## src/pkg/spkd_consts.svh

```systemverilog
// Purpose: Shared constants of the speaker diagnostic sequencer
// Assumes: 100 MHz clock, instruction and diagnostic bit positions below
// Notes:   Timing counts derive from times in ms and the clock rate
//
// How it works
// - On bus request at standby exit, run turn-on pulse test; hold result until re-requested.
// - Standby exit plus diag enable together: test pulse first, stage kept in standby.
// - After turn-on, permanent diagnostic runs; turn-on result kept until a short appears.
// - Status latched at end of pulse top; acquisition lasts 100 ms.
// - Line-driver thresholds only with 16 dB gain and line-driver select set.
// - Diagnostics off: restart mode, faulty channel off, rechecked every 1 ms.
// - Diagnostic mode enabled by bus write, self-starts on channel overload.
// - Overload in diagnostic mode: recheck after 1 ms, reactivate if gone.
// - Overload still present at recheck: run 100 ms diagnostic cycle on channel.
// - After cycle, channel to restart mode, result stored, next cycle armed by read.
// - Offset detection enabled: flag channel whose DC offset exceeds 2 V.
// - Offset window opens at previous read or enable set, closes at read.
// - Overload during test suspends offset and AC diagnostics.
// - Tweeter confirmed only with at least 3 current pulses above 500 mA.
// - Several faults: one reported first, others on later cycles, by priority.
// - Permanent diagnostic never reports open load.
// - A fault is reported only if stable over the whole measurement period.
// - Every read re-arms all cycle types and returns previous cycle results.
// - Fast-mute bit cuts muting time below 1.5 ms; host clears it later.
// - First instruction byte bit 6 enables diagnostics when set.
// - First diagnostic byte bit 6 is set once a diagnostic cycle terminated.
`ifndef SPKD_CONSTS_SVH
`define SPKD_CONSTS_SVH

`define SPKD_CLOCK_MHZ       100
`define SPKD_ACQ_TIME_MS     100
`define SPKD_CHECK_TIME_MS   1
`define SPKD_ACQ_CYCLES      (`SPKD_ACQ_TIME_MS * 1000 * `SPKD_CLOCK_MHZ)
`define SPKD_CHECK_CYCLES    (`SPKD_CHECK_TIME_MS * 1000 * `SPKD_CLOCK_MHZ)
`define SPKD_AC_MIN_PULSES   3
`define SPKD_BYTE_RESET      8'h00

`define SPKD_IB1_DIAG_EN     6
`define SPKD_IB1_OFFSET_EN   5
`define SPKD_IB1_GAIN_FRONT  4
`define SPKD_IB1_GAIN_REAR   3
`define SPKD_IB1_UNMUTE_FR   2
`define SPKD_IB1_UNMUTE_RE   1
`define SPKD_IB1_CLIP_SEL    0
`define SPKD_IB2_FAST_MUTE   5
`define SPKD_IB2_STANDBY_OFF 4
`define SPKD_IB2_LINE_DRV    3
`define SPKD_IB2_AC_EN       2

`define SPKD_DB_DONE         6
`define SPKD_DB_OFFSET_ACT   7
`define SPKD_DB_AC_ACT       6

`endif

```

## src/pkg/spkd_pkg.sv

```systemverilog
// Purpose: Types of the speaker diagnostic sequencer
// Assumes: Nothing beyond the constants header
// Notes:   Channel states are Gray coded along the usual path
`default_nettype none
package spkd_pkg;
  typedef enum logic [2:0] {
    SPKD_IDLE    = 3'h0,
    SPKD_TURNON  = 3'h1,
    SPKD_PLAY    = 3'h3,
    SPKD_CHECK   = 3'h2,
    SPKD_DIAG    = 3'h6,
    SPKD_RESTART = 3'h7
  } spkd_state_type;
  typedef logic [5:0] spkd_report_type;
endpackage
`default_nettype wire

```

## src/logic/spkd_sequencer.sv

```systemverilog
// Purpose: Diagnostic sequencer of a four-channel bridge amplifier
// Assumes: Bus slave delivers instruction bytes and read strobes on clock
// Notes:   Analog comparator levels arrive from pins and are synchronised
`include "spkd_consts.svh"
`default_nettype none
module spkd_sequencer #(
  parameter int ACQ_CYCLES   = `SPKD_ACQ_CYCLES,
  parameter int CHECK_CYCLES = `SPKD_CHECK_CYCLES
) (
  input  wire logic       clock,
  input  wire logic       reset_n,
  input  wire logic       hostWrite,
  input  wire logic [7:0] firstInstructionByte,
  input  wire logic [7:0] secondInstructionByte,
  input  wire logic       hostRead,
  input  wire logic [3:0] shortGndPin,
  input  wire logic [3:0] shortVsPin,
  input  wire logic [3:0] shortLoadPin,
  input  wire logic [3:0] openLoadPin,
  input  wire logic [3:0] overloadPin,
  input  wire logic [3:0] offsetPin,
  input  wire logic [3:0] currentPulsePin,
  output logic            stageStandby,
  output logic            testPulseOn,
  output logic [3:0]      channelOff,
  output logic [3:0]      lineDriverSel,
  output logic            unmuteFront,
  output logic            unmuteRear,
  output logic            clipTenPercent,
  output logic            fastMute,
  output logic            diagEnabled,
  output logic [7:0]      firstDiagnosticByte,
  output logic [7:0]      secondDiagnosticByte,
  output logic [7:0]      thirdDiagnosticByte,
  output logic [7:0]      fourthDiagnosticByte
);
  import spkd_pkg::*;

  localparam int NCH = 4;
  localparam int NPIN = 7 * NCH;

  logic [NPIN-1:0]  pinsA_q;
  logic [NPIN-1:0]  pinsB_q;
  logic [NCH-1:0]   pulseOld_q;
  logic [7:0]       ib1_q;
  logic [7:0]       ib2_q;
  logic             pulseArm_q;
  logic             turnOnGo_q;
  logic             offStart_q;
  logic             acStart_q;
  logic             stageStandby_q;
  logic             testPulseOn_q;
  logic [NCH-1:0]   channelOff_q;
  logic [NCH-1:0]   lineDriverSel_q;
  logic [7:0]       diag0_q;
  logic [7:0]       diag1_q;
  logic [7:0]       diag2_q;
  logic [7:0]       diag3_q;

  logic [NCH-1:0]   sGnd;
  logic [NCH-1:0]   sVs;
  logic [NCH-1:0]   sLoad;
  logic [NCH-1:0]   sOpen;
  logic [NCH-1:0]   sOver;
  logic [NCH-1:0]   sOffset;
  logic [NCH-1:0]   sPulse;
  logic [NCH-1:0]   pulseRise;
  logic [NCH-1:0]   busy;
  logic [NCH-1:0]   shut;
  logic [NCH-1:0]   done;
  spkd_state_type   chState [NCH];
  spkd_report_type  chReport [NCH];

  logic             standbyOffNow;
  logic             diagEnNow;
  logic             turnOnReq;
  logic             offsetRise;
  logic             acRise;

  ////////////////////////////////////////////////////////////////////////////
  // Pin synchronisers
  always_ff @(posedge clock) begin
    if (!reset_n) begin
      pinsA_q    <= '0;
      pinsB_q    <= '0;
      pulseOld_q <= '0;
    end else begin
      pinsA_q    <= {currentPulsePin, offsetPin, overloadPin, openLoadPin,
                     shortLoadPin, shortVsPin, shortGndPin};
      pinsB_q    <= pinsA_q;
      pulseOld_q <= sPulse;
    end
  end

  assign sGnd      = pinsB_q[0*NCH +: NCH];
  assign sVs       = pinsB_q[1*NCH +: NCH];
  assign sLoad     = pinsB_q[2*NCH +: NCH];
  assign sOpen     = pinsB_q[3*NCH +: NCH];
  assign sOver     = pinsB_q[4*NCH +: NCH];
  assign sOffset   = pinsB_q[5*NCH +: NCH];
  assign sPulse    = pinsB_q[6*NCH +: NCH];
  assign pulseRise = sPulse & ~pulseOld_q;

  ////////////////////////////////////////////////////////////////////////////
  // Instruction bytes
  always_ff @(posedge clock) begin
    if (!reset_n) begin
      ib1_q <= `SPKD_BYTE_RESET;
      ib2_q <= `SPKD_BYTE_RESET;
    end else if (hostWrite) begin
      ib1_q <= firstInstructionByte;
      ib2_q <= secondInstructionByte;
    end
  end

  assign standbyOffNow = hostWrite ? secondInstructionByte[`SPKD_IB2_STANDBY_OFF]
                                   : ib2_q[`SPKD_IB2_STANDBY_OFF];
  assign diagEnNow     = firstInstructionByte[`SPKD_IB1_DIAG_EN];
  assign turnOnReq     = hostWrite && pulseArm_q && diagEnNow
                         && secondInstructionByte[`SPKD_IB2_STANDBY_OFF]
                         && !ib2_q[`SPKD_IB2_STANDBY_OFF];
  assign offsetRise    = hostWrite && firstInstructionByte[`SPKD_IB1_OFFSET_EN]
                         && !ib1_q[`SPKD_IB1_OFFSET_EN];
  assign acRise        = hostWrite && secondInstructionByte[`SPKD_IB2_AC_EN]
                         && !ib2_q[`SPKD_IB2_AC_EN];

  ////////////////////////////////////////////////////////////////////////////
  // Request strobes to the channels
  always_ff @(posedge clock) begin
    if (!reset_n) begin
      pulseArm_q <= 1'b1;
      turnOnGo_q <= 1'b0;
      offStart_q <= 1'b0;
      acStart_q  <= 1'b0;
    end else begin
      if (hostRead) pulseArm_q <= 1'b1;
      else if (turnOnReq) pulseArm_q <= 1'b0;
      turnOnGo_q <= turnOnReq;
      offStart_q <= hostRead || offsetRise;
      acStart_q  <= hostRead || acRise;
    end
  end

  ////////////////////////////////////////////////////////////////////////////
  // Per-channel sequencers
  genvar ch;
  generate
    for (ch = 0; ch < NCH; ch++) begin : g_ch
      spkd_channel #(
        .ACQ_CYCLES   (ACQ_CYCLES),
        .CHECK_CYCLES (CHECK_CYCLES)
      ) u_channel (
        .clock        (clock),
        .reset_n      (reset_n),
        .diagEnable   (ib1_q[`SPKD_IB1_DIAG_EN]),
        .turnOnStart  (turnOnGo_q),
        .rearm        (hostRead),
        .offsetStart  (offStart_q),
        .acStart      (acStart_q),
        .offsetEnable (ib1_q[`SPKD_IB1_OFFSET_EN]),
        .acEnable     (ib2_q[`SPKD_IB2_AC_EN]),
        .shortGnd     (sGnd[ch]),
        .shortVs      (sVs[ch]),
        .shortLoad    (sLoad[ch]),
        .openLoad     (sOpen[ch]),
        .overload     (sOver[ch]),
        .offsetHigh   (sOffset[ch]),
        .currentPulse (pulseRise[ch]),
        .chanState    (chState[ch]),
        .cycleDone    (done[ch]),
        .report       (chReport[ch])
      );
      assign busy[ch] = (chState[ch] == SPKD_TURNON);
      assign shut[ch] = (chState[ch] == SPKD_CHECK) || (chState[ch] == SPKD_DIAG)
                        || (chState[ch] == SPKD_RESTART);
    end
  endgenerate

  ////////////////////////////////////////////////////////////////////////////
  // Power stage control
  always_ff @(posedge clock) begin
    if (!reset_n) begin
      stageStandby_q <= 1'b1;
      testPulseOn_q  <= 1'b0;
      channelOff_q   <= '0;
    end else begin
      stageStandby_q <= !standbyOffNow || turnOnReq || turnOnGo_q || (|busy);
      testPulseOn_q  <= |busy;
      channelOff_q   <= shut;
    end
  end

  ////////////////////////////////////////////////////////////////////////////
  // Threshold selection per channel
  genvar th;
  generate
    for (th = 0; th < NCH; th++) begin : g_thr
      always_ff @(posedge clock) begin
        if (!reset_n) begin
          lineDriverSel_q[th] <= 1'b0;
        end else begin
          lineDriverSel_q[th] <= ib2_q[`SPKD_IB2_LINE_DRV]
                                 && ((th < 2) ? ib1_q[`SPKD_IB1_GAIN_FRONT]
                                              : ib1_q[`SPKD_IB1_GAIN_REAR]);
        end
      end
    end
  endgenerate

  ////////////////////////////////////////////////////////////////////////////
  // Diagnostic bytes, snapshot at each read before re-arm
  always_ff @(posedge clock) begin
    if (!reset_n) begin
      diag0_q <= `SPKD_BYTE_RESET;
      diag1_q <= `SPKD_BYTE_RESET;
      diag2_q <= `SPKD_BYTE_RESET;
      diag3_q <= `SPKD_BYTE_RESET;
    end else if (hostRead) begin
      diag0_q <= {1'b0, |done, chReport[0]};
      diag1_q <= {ib1_q[`SPKD_IB1_OFFSET_EN], ib2_q[`SPKD_IB2_AC_EN], chReport[1]};
      diag2_q <= {2'b00, chReport[2]};
      diag3_q <= {2'b00, chReport[3]};
    end
  end

  ////////////////////////////////////////////////////////////////////////////
  // Outputs
  assign stageStandby         = stageStandby_q;
  assign testPulseOn          = testPulseOn_q;
  assign channelOff           = channelOff_q;
  assign lineDriverSel        = lineDriverSel_q;
  assign unmuteFront          = ib1_q[`SPKD_IB1_UNMUTE_FR];
  assign unmuteRear           = ib1_q[`SPKD_IB1_UNMUTE_RE];
  assign clipTenPercent       = ib1_q[`SPKD_IB1_CLIP_SEL];
  assign fastMute             = ib2_q[`SPKD_IB2_FAST_MUTE];
  assign diagEnabled          = ib1_q[`SPKD_IB1_DIAG_EN];
  assign firstDiagnosticByte  = diag0_q;
  assign secondDiagnosticByte = diag1_q;
  assign thirdDiagnosticByte  = diag2_q;
  assign fourthDiagnosticByte = diag3_q;
endmodule
`default_nettype wire

```

## src/logic/spkd_channel.sv

```systemverilog
// Purpose: One audio channel of the diagnostic sequencer
// Assumes: Fault inputs already synchronised to clock
// Notes:   Report bits: tweeter, permanent, short load, open/offset, Vs, GND
`include "spkd_consts.svh"
`default_nettype none
module spkd_channel #(
  parameter int ACQ_CYCLES   = `SPKD_ACQ_CYCLES,
  parameter int CHECK_CYCLES = `SPKD_CHECK_CYCLES,
  parameter int CNT_W        = 24
) (
  input  wire logic                     clock,
  input  wire logic                     reset_n,
  input  wire logic                     diagEnable,
  input  wire logic                     turnOnStart,
  input  wire logic                     rearm,
  input  wire logic                     offsetStart,
  input  wire logic                     acStart,
  input  wire logic                     offsetEnable,
  input  wire logic                     acEnable,
  input  wire logic                     shortGnd,
  input  wire logic                     shortVs,
  input  wire logic                     shortLoad,
  input  wire logic                     openLoad,
  input  wire logic                     overload,
  input  wire logic                     offsetHigh,
  input  wire logic                     currentPulse,
  output spkd_pkg::spkd_state_type      chanState,
  output logic                          cycleDone,
  output spkd_pkg::spkd_report_type     report
);
  import spkd_pkg::*;

  spkd_state_type   state_q;
  logic [CNT_W-1:0] count_q;
  logic [3:0]       acc_q;
  logic [3:0]       rec_q;
  logic             perm_q;
  logic             armed_q;
  logic             done_q;
  logic             offAcc_q;
  logic             offSusp_q;
  logic [1:0]       acCnt_q;
  logic             acSusp_q;
  logic             timerEnd;
  logic             turnOnEnd;
  logic             diagEnd;
  logic [3:0]       nowFault;
  logic             offsetFlag;
  logic             openTweeter;

  // Double-fault priority: GND with Vs both, else Vs, GND, load, open
  function automatic logic [3:0] pickFault(input logic [3:0] f);
    logic [3:0] r;
    r = 4'h0;
    if (f[0] && f[1]) r = 4'h3;
    else if (f[1]) r = 4'h2;
    else if (f[0]) r = 4'h1;
    else if (f[2]) r = 4'h4;
    else if (f[3]) r = 4'h8;
    return r;
  endfunction

  assign timerEnd  = (count_q == '0);
  assign turnOnEnd = (state_q == SPKD_TURNON) && timerEnd;
  assign diagEnd   = (state_q == SPKD_DIAG) && timerEnd;
  assign nowFault  = {openLoad && (state_q == SPKD_TURNON), shortLoad, shortVs, shortGnd};

  ////////////////////////////////////////////////////////////////////////////
  // Channel sequence
  always_ff @(posedge clock) begin
    if (!reset_n) begin
      state_q <= SPKD_IDLE;
      count_q <= '0;
    end else begin
      case (state_q)
        SPKD_IDLE: begin
          if (turnOnStart) begin
            state_q <= SPKD_TURNON;
            count_q <= CNT_W'(ACQ_CYCLES - 1);
          end
        end
        SPKD_TURNON: begin
          if (timerEnd) state_q <= SPKD_PLAY;
          else count_q <= count_q - 1'b1;
        end
        SPKD_PLAY: begin
          if (turnOnStart) begin
            state_q <= SPKD_TURNON;
            count_q <= CNT_W'(ACQ_CYCLES - 1);
          end else if (overload) begin
            state_q <= (diagEnable && armed_q) ? SPKD_CHECK : SPKD_RESTART;
            count_q <= CNT_W'(CHECK_CYCLES - 1);
          end
        end
        SPKD_CHECK: begin
          if (!timerEnd) count_q <= count_q - 1'b1;
          else if (overload) begin
            state_q <= SPKD_DIAG;
            count_q <= CNT_W'(ACQ_CYCLES - 1);
          end else state_q <= SPKD_PLAY;
        end
        SPKD_DIAG: begin
          if (!timerEnd) count_q <= count_q - 1'b1;
          else begin
            state_q <= SPKD_RESTART;
            count_q <= CNT_W'(CHECK_CYCLES - 1);
          end
        end
        SPKD_RESTART: begin
          if (!timerEnd) count_q <= count_q - 1'b1;
          else if (overload) count_q <= CNT_W'(CHECK_CYCLES - 1);
          else state_q <= SPKD_PLAY;
        end
        default: state_q <= SPKD_IDLE;
      endcase
    end
  end

  ////////////////////////////////////////////////////////////////////////////
  // Stable fault capture and record
  always_ff @(posedge clock) begin
    if (!reset_n) begin
      acc_q  <= 4'hf;
      rec_q  <= 4'h0;
      perm_q <= 1'b0;
    end else begin
      if ((state_q == SPKD_TURNON) || (state_q == SPKD_DIAG)) acc_q <= acc_q & nowFault;
      else acc_q <= 4'hf;
      if (turnOnEnd) begin
        rec_q  <= pickFault(acc_q & nowFault);
        perm_q <= 1'b0;
      end else if (diagEnd) begin
        rec_q  <= pickFault(acc_q & nowFault & 4'h7);
        perm_q <= 1'b1;
      end else if (rearm && perm_q && (state_q == SPKD_PLAY)) begin
        rec_q  <= 4'h0;
      end
    end
  end

  ////////////////////////////////////////////////////////////////////////////
  // Arming and done flag, cycle end wins over read
  always_ff @(posedge clock) begin
    if (!reset_n) begin
      armed_q <= 1'b1;
      done_q  <= 1'b0;
    end else begin
      if (diagEnd) armed_q <= 1'b0;
      else if (rearm) armed_q <= 1'b1;
      if (turnOnEnd || diagEnd) done_q <= 1'b1;
      else if (rearm) done_q <= 1'b0;
    end
  end

  ////////////////////////////////////////////////////////////////////////////
  // Offset and AC windows
  always_ff @(posedge clock) begin
    if (!reset_n) begin
      offAcc_q  <= 1'b0;
      offSusp_q <= 1'b0;
      acCnt_q   <= 2'h0;
      acSusp_q  <= 1'b0;
    end else begin
      if (offsetStart) begin
        offAcc_q  <= 1'b1;
        offSusp_q <= 1'b0;
      end else begin
        offAcc_q  <= offAcc_q & offsetHigh;
        offSusp_q <= offSusp_q | overload;
      end
      if (acStart) begin
        acCnt_q  <= 2'h0;
        acSusp_q <= 1'b0;
      end else begin
        if (currentPulse && (acCnt_q != 2'(`SPKD_AC_MIN_PULSES))) acCnt_q <= acCnt_q + 1'b1;
        acSusp_q <= acSusp_q | overload;
      end
    end
  end

  assign offsetFlag  = offsetEnable && offAcc_q && !offSusp_q;
  assign openTweeter = acEnable && !acSusp_q && (acCnt_q != 2'(`SPKD_AC_MIN_PULSES));
  assign chanState   = state_q;
  assign cycleDone   = done_q;
  assign report      = {openTweeter, perm_q, rec_q[2], rec_q[3] | offsetFlag, rec_q[1], rec_q[0]};
endmodule
`default_nettype wire

```

## config.mk

```make
export PLATFORM = sky130hd
export DESIGN_NAME = spkd_sequencer
export DESIGN_NICKNAME = d
export VERILOG_FILES = /design/src/pkg/spkd_pkg.sv /design/src/logic/spkd_sequencer.sv /design/src/logic/spkd_channel.sv
export VERILOG_INCLUDE_DIRS = /design/src /design/src/pkg
export SDC_FILE = /design/constraint.sdc
export NUM_CORES = 1
export LEC_CHECK = 0
export ABC_AREA = 1
export BUFFER_PORTS_ARGS = -buffer_cell sky130_fd_sc_hd__buf_4
export CAP_MARGIN = 20
export CORE_MARGIN = 2
export CORE_UTILIZATION = 45
export CTS_BUF_LIST = sky130_fd_sc_hd__clkbuf_2
export CTS_CLUSTER_SIZE = 28
export DETAILED_ROUTE_END_ITERATION = 7
export GPL_ROUTABILITY_DRIVEN = 0
export SYNTH_ARGS = -nofsm -noshare
export SYNTH_HDL_FRONTEND = slang
export SYNTH_SLANG_ARGS = --single-unit
```

## constraint.sdc

```tcl
create_clock -name clock -period 1.7 [get_ports clock]
set_input_delay 0.085 -clock clock [delete_from_list [all_inputs] [get_ports clock]]
set_output_delay 0.085 -clock clock [all_outputs]
set_load 0.03 [all_outputs]
```

==> flow_summary.json <==
{
  "place.port_buffers": 84,
  "path_clk_slew_ns": 0.10,
  "clockRootBuffer": "clkbuf_2",
  "antenna_left": 0,
  "seq_area_um2": 5720,
  "slew_viol_final": 0,
  "yosysMostFrequentCell": "nand2_1",
  "wire_per_inst_um": 16.2,
  "min_period_ns": 1.78,
  "seq_area_frac_synth_pct": 38.0,
  "p_total_mw": 42.0,
  "yosys_warnings": 0,
  "boundaryPins": 95,
  "worst_clock_skew_ns": 0.0966,
  "rsz0062_at_grt": "true",
  "gr-usage-all-layers_pct": 30.8,
  "power_density_nw_per_um2": 1850,
  "drt-initial-drc-count": 1366,
  "drt-total-wl_um": 55800,
  "ys_seq_elements": 282,
  "fin_util_pct": 69.8,
  "clock_path_buffers": 3,
  "status": "finished, violations left",
  "vias_per_cell": 5.22,
  "slowest_delay_ns": 0.34,
  "syn_area_per_cell_um2": 6.38,
  "post_dp_cell_area_um2": 18300,
  "setup_viol": 59,
  "worst_pin_slew_ns": 0.754,
  "cp.arrival_ns": 2.65,
  "synthFlopType": "dfxtp_1",
  "synth_area_leaders": "dfxtp_1 (38%), nand2_1 (17%), nor2_1 (10%), inv_1 (5.8%), o21ai_0 (5.5%)",
  "synth_area_um2": 14900,
  "fp.dieH_um": 186,
  "crit_fanout": 8,
  "start_kind": "flip-flop",
  "synth_top_area_share_pct": 38.0,
  "violations": "negative setup slack",
  "min_period_over_period_pct": 105,
  "grt_pass1_vias": 17000,
  "dpl.cell_count": 3123,
  "overflow": 0,
  "synthCells": 2331,
  "synth_edf_count": 0,
  "htreeDepth": 3,
  "slew_headroom_pct": 49.8,
  "grt_pass1_wl_um": 84900,
  "fin_tns_setup_ns": -1.88,
  "cpMaxStageDelayCell": "dfxtp_2",
  "drc_errors": 0,
  "rows": 66,
  "clock_sinks": 282,
  "synth_common_cells": "nand2_1 (666), nor2_1 (396), dfxtp_1 (282)",
  "fillers": 2718,
  "core_um2": 32500,
  "worstSkewPairLatency_ns": 1.02,
  "cts_tree": "built",
  "critPathMostFrequentCell": "nand2_1",
  "multiInputGateArea_um2": 9670,
  "antenna_found_initial": 3,
  "fin_cells": 3438,
  "cap_violations": 0,
  "postSynth.asyncResetShare_pct": 0,
  "fin_area_um2": 22700,
  "crit_chain": "inv_2 > ha_4 > nand3_2 > nor2_4 > nand3_4 > nand2_1 > nand2_4 > nand3_1 > nand2_1 > nand2_2 > a21oi_2",
  "synth_top_cell_by_area": "dfxtp_1",
  "fmax_mhz": 560,
  "drive_above_1_share_pct": 34.8,
  "crit_required_ns": 2.57,
  "synthToLayoutAreaGrowth_pct": 52.8,
  "dieArea_um2": 34500,
  "dr.pass1.iters": 5,
  "p_leak_nw": 11.0,
  "place_hpwl_um": 35000,
  "synth_cell_types": 49,
  "vias": 17900,
  "hold_viol": 0,
  "ir_drop_v": 0.000887,
  "cts_made_buffers": 78,
  "die_w_um": 186,
  "holdCritPathClass": "in -> reg",
  "start_util_pct": 45.7,
  "grt_max_degree": 81,
  "cp-end-kind": "flip-flop",
  "fin_ws_ns": -0.0844,
  "criticalPathCategory": "reg -> reg",
  "layout.nets": 2996
}
==> metal layers <==
layer	wire length (um)	global-route usage [%]	vias up	share of wire [%]
met3	3750	5.30	124	6.7
met5	12	0	-	0.021
met2	26300	51.3	705	47
li1	-	-	8781	-
met1	24200	40.2	8320	43
met4	1550	10.9	2	2.8
==> critical path: cells and delay by family, from the launching register on <==
family                     cells  cell delay, ns
and+or+nand+nor                8            1.03
DFF                            1            0.34
AOI/OAI and AO/OA              1            0.05
buffers and inverters          1            0.10
adders and majority gates      1            0.17
==> report_power, final <==
part / total [mW] / switching (mW) / internal [mW] / leakage (nW)
Combinational: 28.5 / 16.1 / 12.4 / 8.18
Clock: 4.86 / 3.18 / 1.68 / 0.503
Sequential: 8.69 / 0.872 / 7.82 / 2.33
Total: 42.0 / 20.2 / 21.9 / 11.0
==> kinds of logic after synthesis <==
logic type	Yosys count	share of synthesized area (%)
compound gates	351	13.1
xor+xnor	44	2.59
fa+ha+maj	12	1.01
buf+inv	318	8.52
flops	282	38.0
other cells	1	0.0252
simple gates	1323	36.8
==> per-stage QoR <==
step	hold slack (ns)	worst slack, ns
global placement	0.266	-0.215
CTS	0.00521	-0.0483
global route	0.00781	-0.183
detailed placement	0.270	-0.237
floorplan	0.183	-0.0360
finish	0.0825	-0.0844
==> layout make-up <==
class / count / share of cell area [%]
inverter: 239 / 4.13
sequential: 282 / 25.2
multi-input combinational: 1735 / 42.6
clock inverter: 34 / 0.699
tap: 442 / 2.43
timing repair buffer: 598 / 22.7
antenna: 4 / 0.0441
timing repair inverter: 2 / 0.0771
clock buffer: 102 / 2.25
==> cell usage in the layout, fill, tap and decap left out, types with 38 or more instances in the layout <==
cell	instances
a21oi_1	87
dfxtp_2	38
nand4_1	51
nor2_4	58
nand2_2	84
inv_1	199
nand2_1	564
nor2_1	273
nand3_1	109
buf_6	44
clkbuf_2	102
o21ai_0	93
dfxtp_1	238
dlygate4sd3_1	124
buf_4	415
nor2_2	80
==> path summary, 6_finish.rpt <==
kind                                             startpoint                                         end  slack (ns)  depth (start not counted)
setup / recovery  g_ch[2].u_channel.count_q[0]$_SDFFE_PN0P_  g_ch[2].u_channel.count_q[14]$_SDFFE_PN0P_       -0.08                         11
hold / removal                                    hostWrite                       offStart_q$_SDFF_PN0_        0.08                          4
setup reg to reg  g_ch[2].u_channel.count_q[0]$_SDFFE_PN0P_  g_ch[2].u_channel.count_q[14]$_SDFFE_PN0P_       -0.08                         11
hold reg to reg                       pinsA_q[9]$_SDFF_PN0_                       pinsB_q[9]$_SDFF_PN0_        0.38                          2
==> timing repair <==
action	CTS	global route
buffers inserted	11	33
gates resized for setup	155	497
hold buffers	132	0
setup endpoints to repair	127	148
hold endpoints to repair	271	0
cloned	1	7
pin swaps	37	173
==> registers in the layout (all words and copies together), names as in the netlist, 2 cells and up <==
register,count
g_ch.u_channel.offSusp_q,4
ib2_q,4
pinsA_q,28
g_ch.u_channel.rec_q,16
g_ch.u_channel.perm_q,4
channelOff,4
ib1_q,7
firstDiagnosticByte,7
pinsB_q,28
thirdDiagnosticByte,6
g_ch.u_channel.acCnt_q,8
secondDiagnosticByte,8
g_ch.u_channel.cycleDone,4
g_ch.u_channel.acSusp_q,4
g_ch.u_channel.count_q,96
g_ch.u_channel.offAcc_q,4
pulseOld_q,4
fourthDiagnosticByte,6
g_ch.u_channel.chanState,12
g_ch.u_channel.armed_q,4
g_ch.u_channel.acc_q,16
lineDriverSel,2
Note: power is estimated with default switching activity, not from simulation.
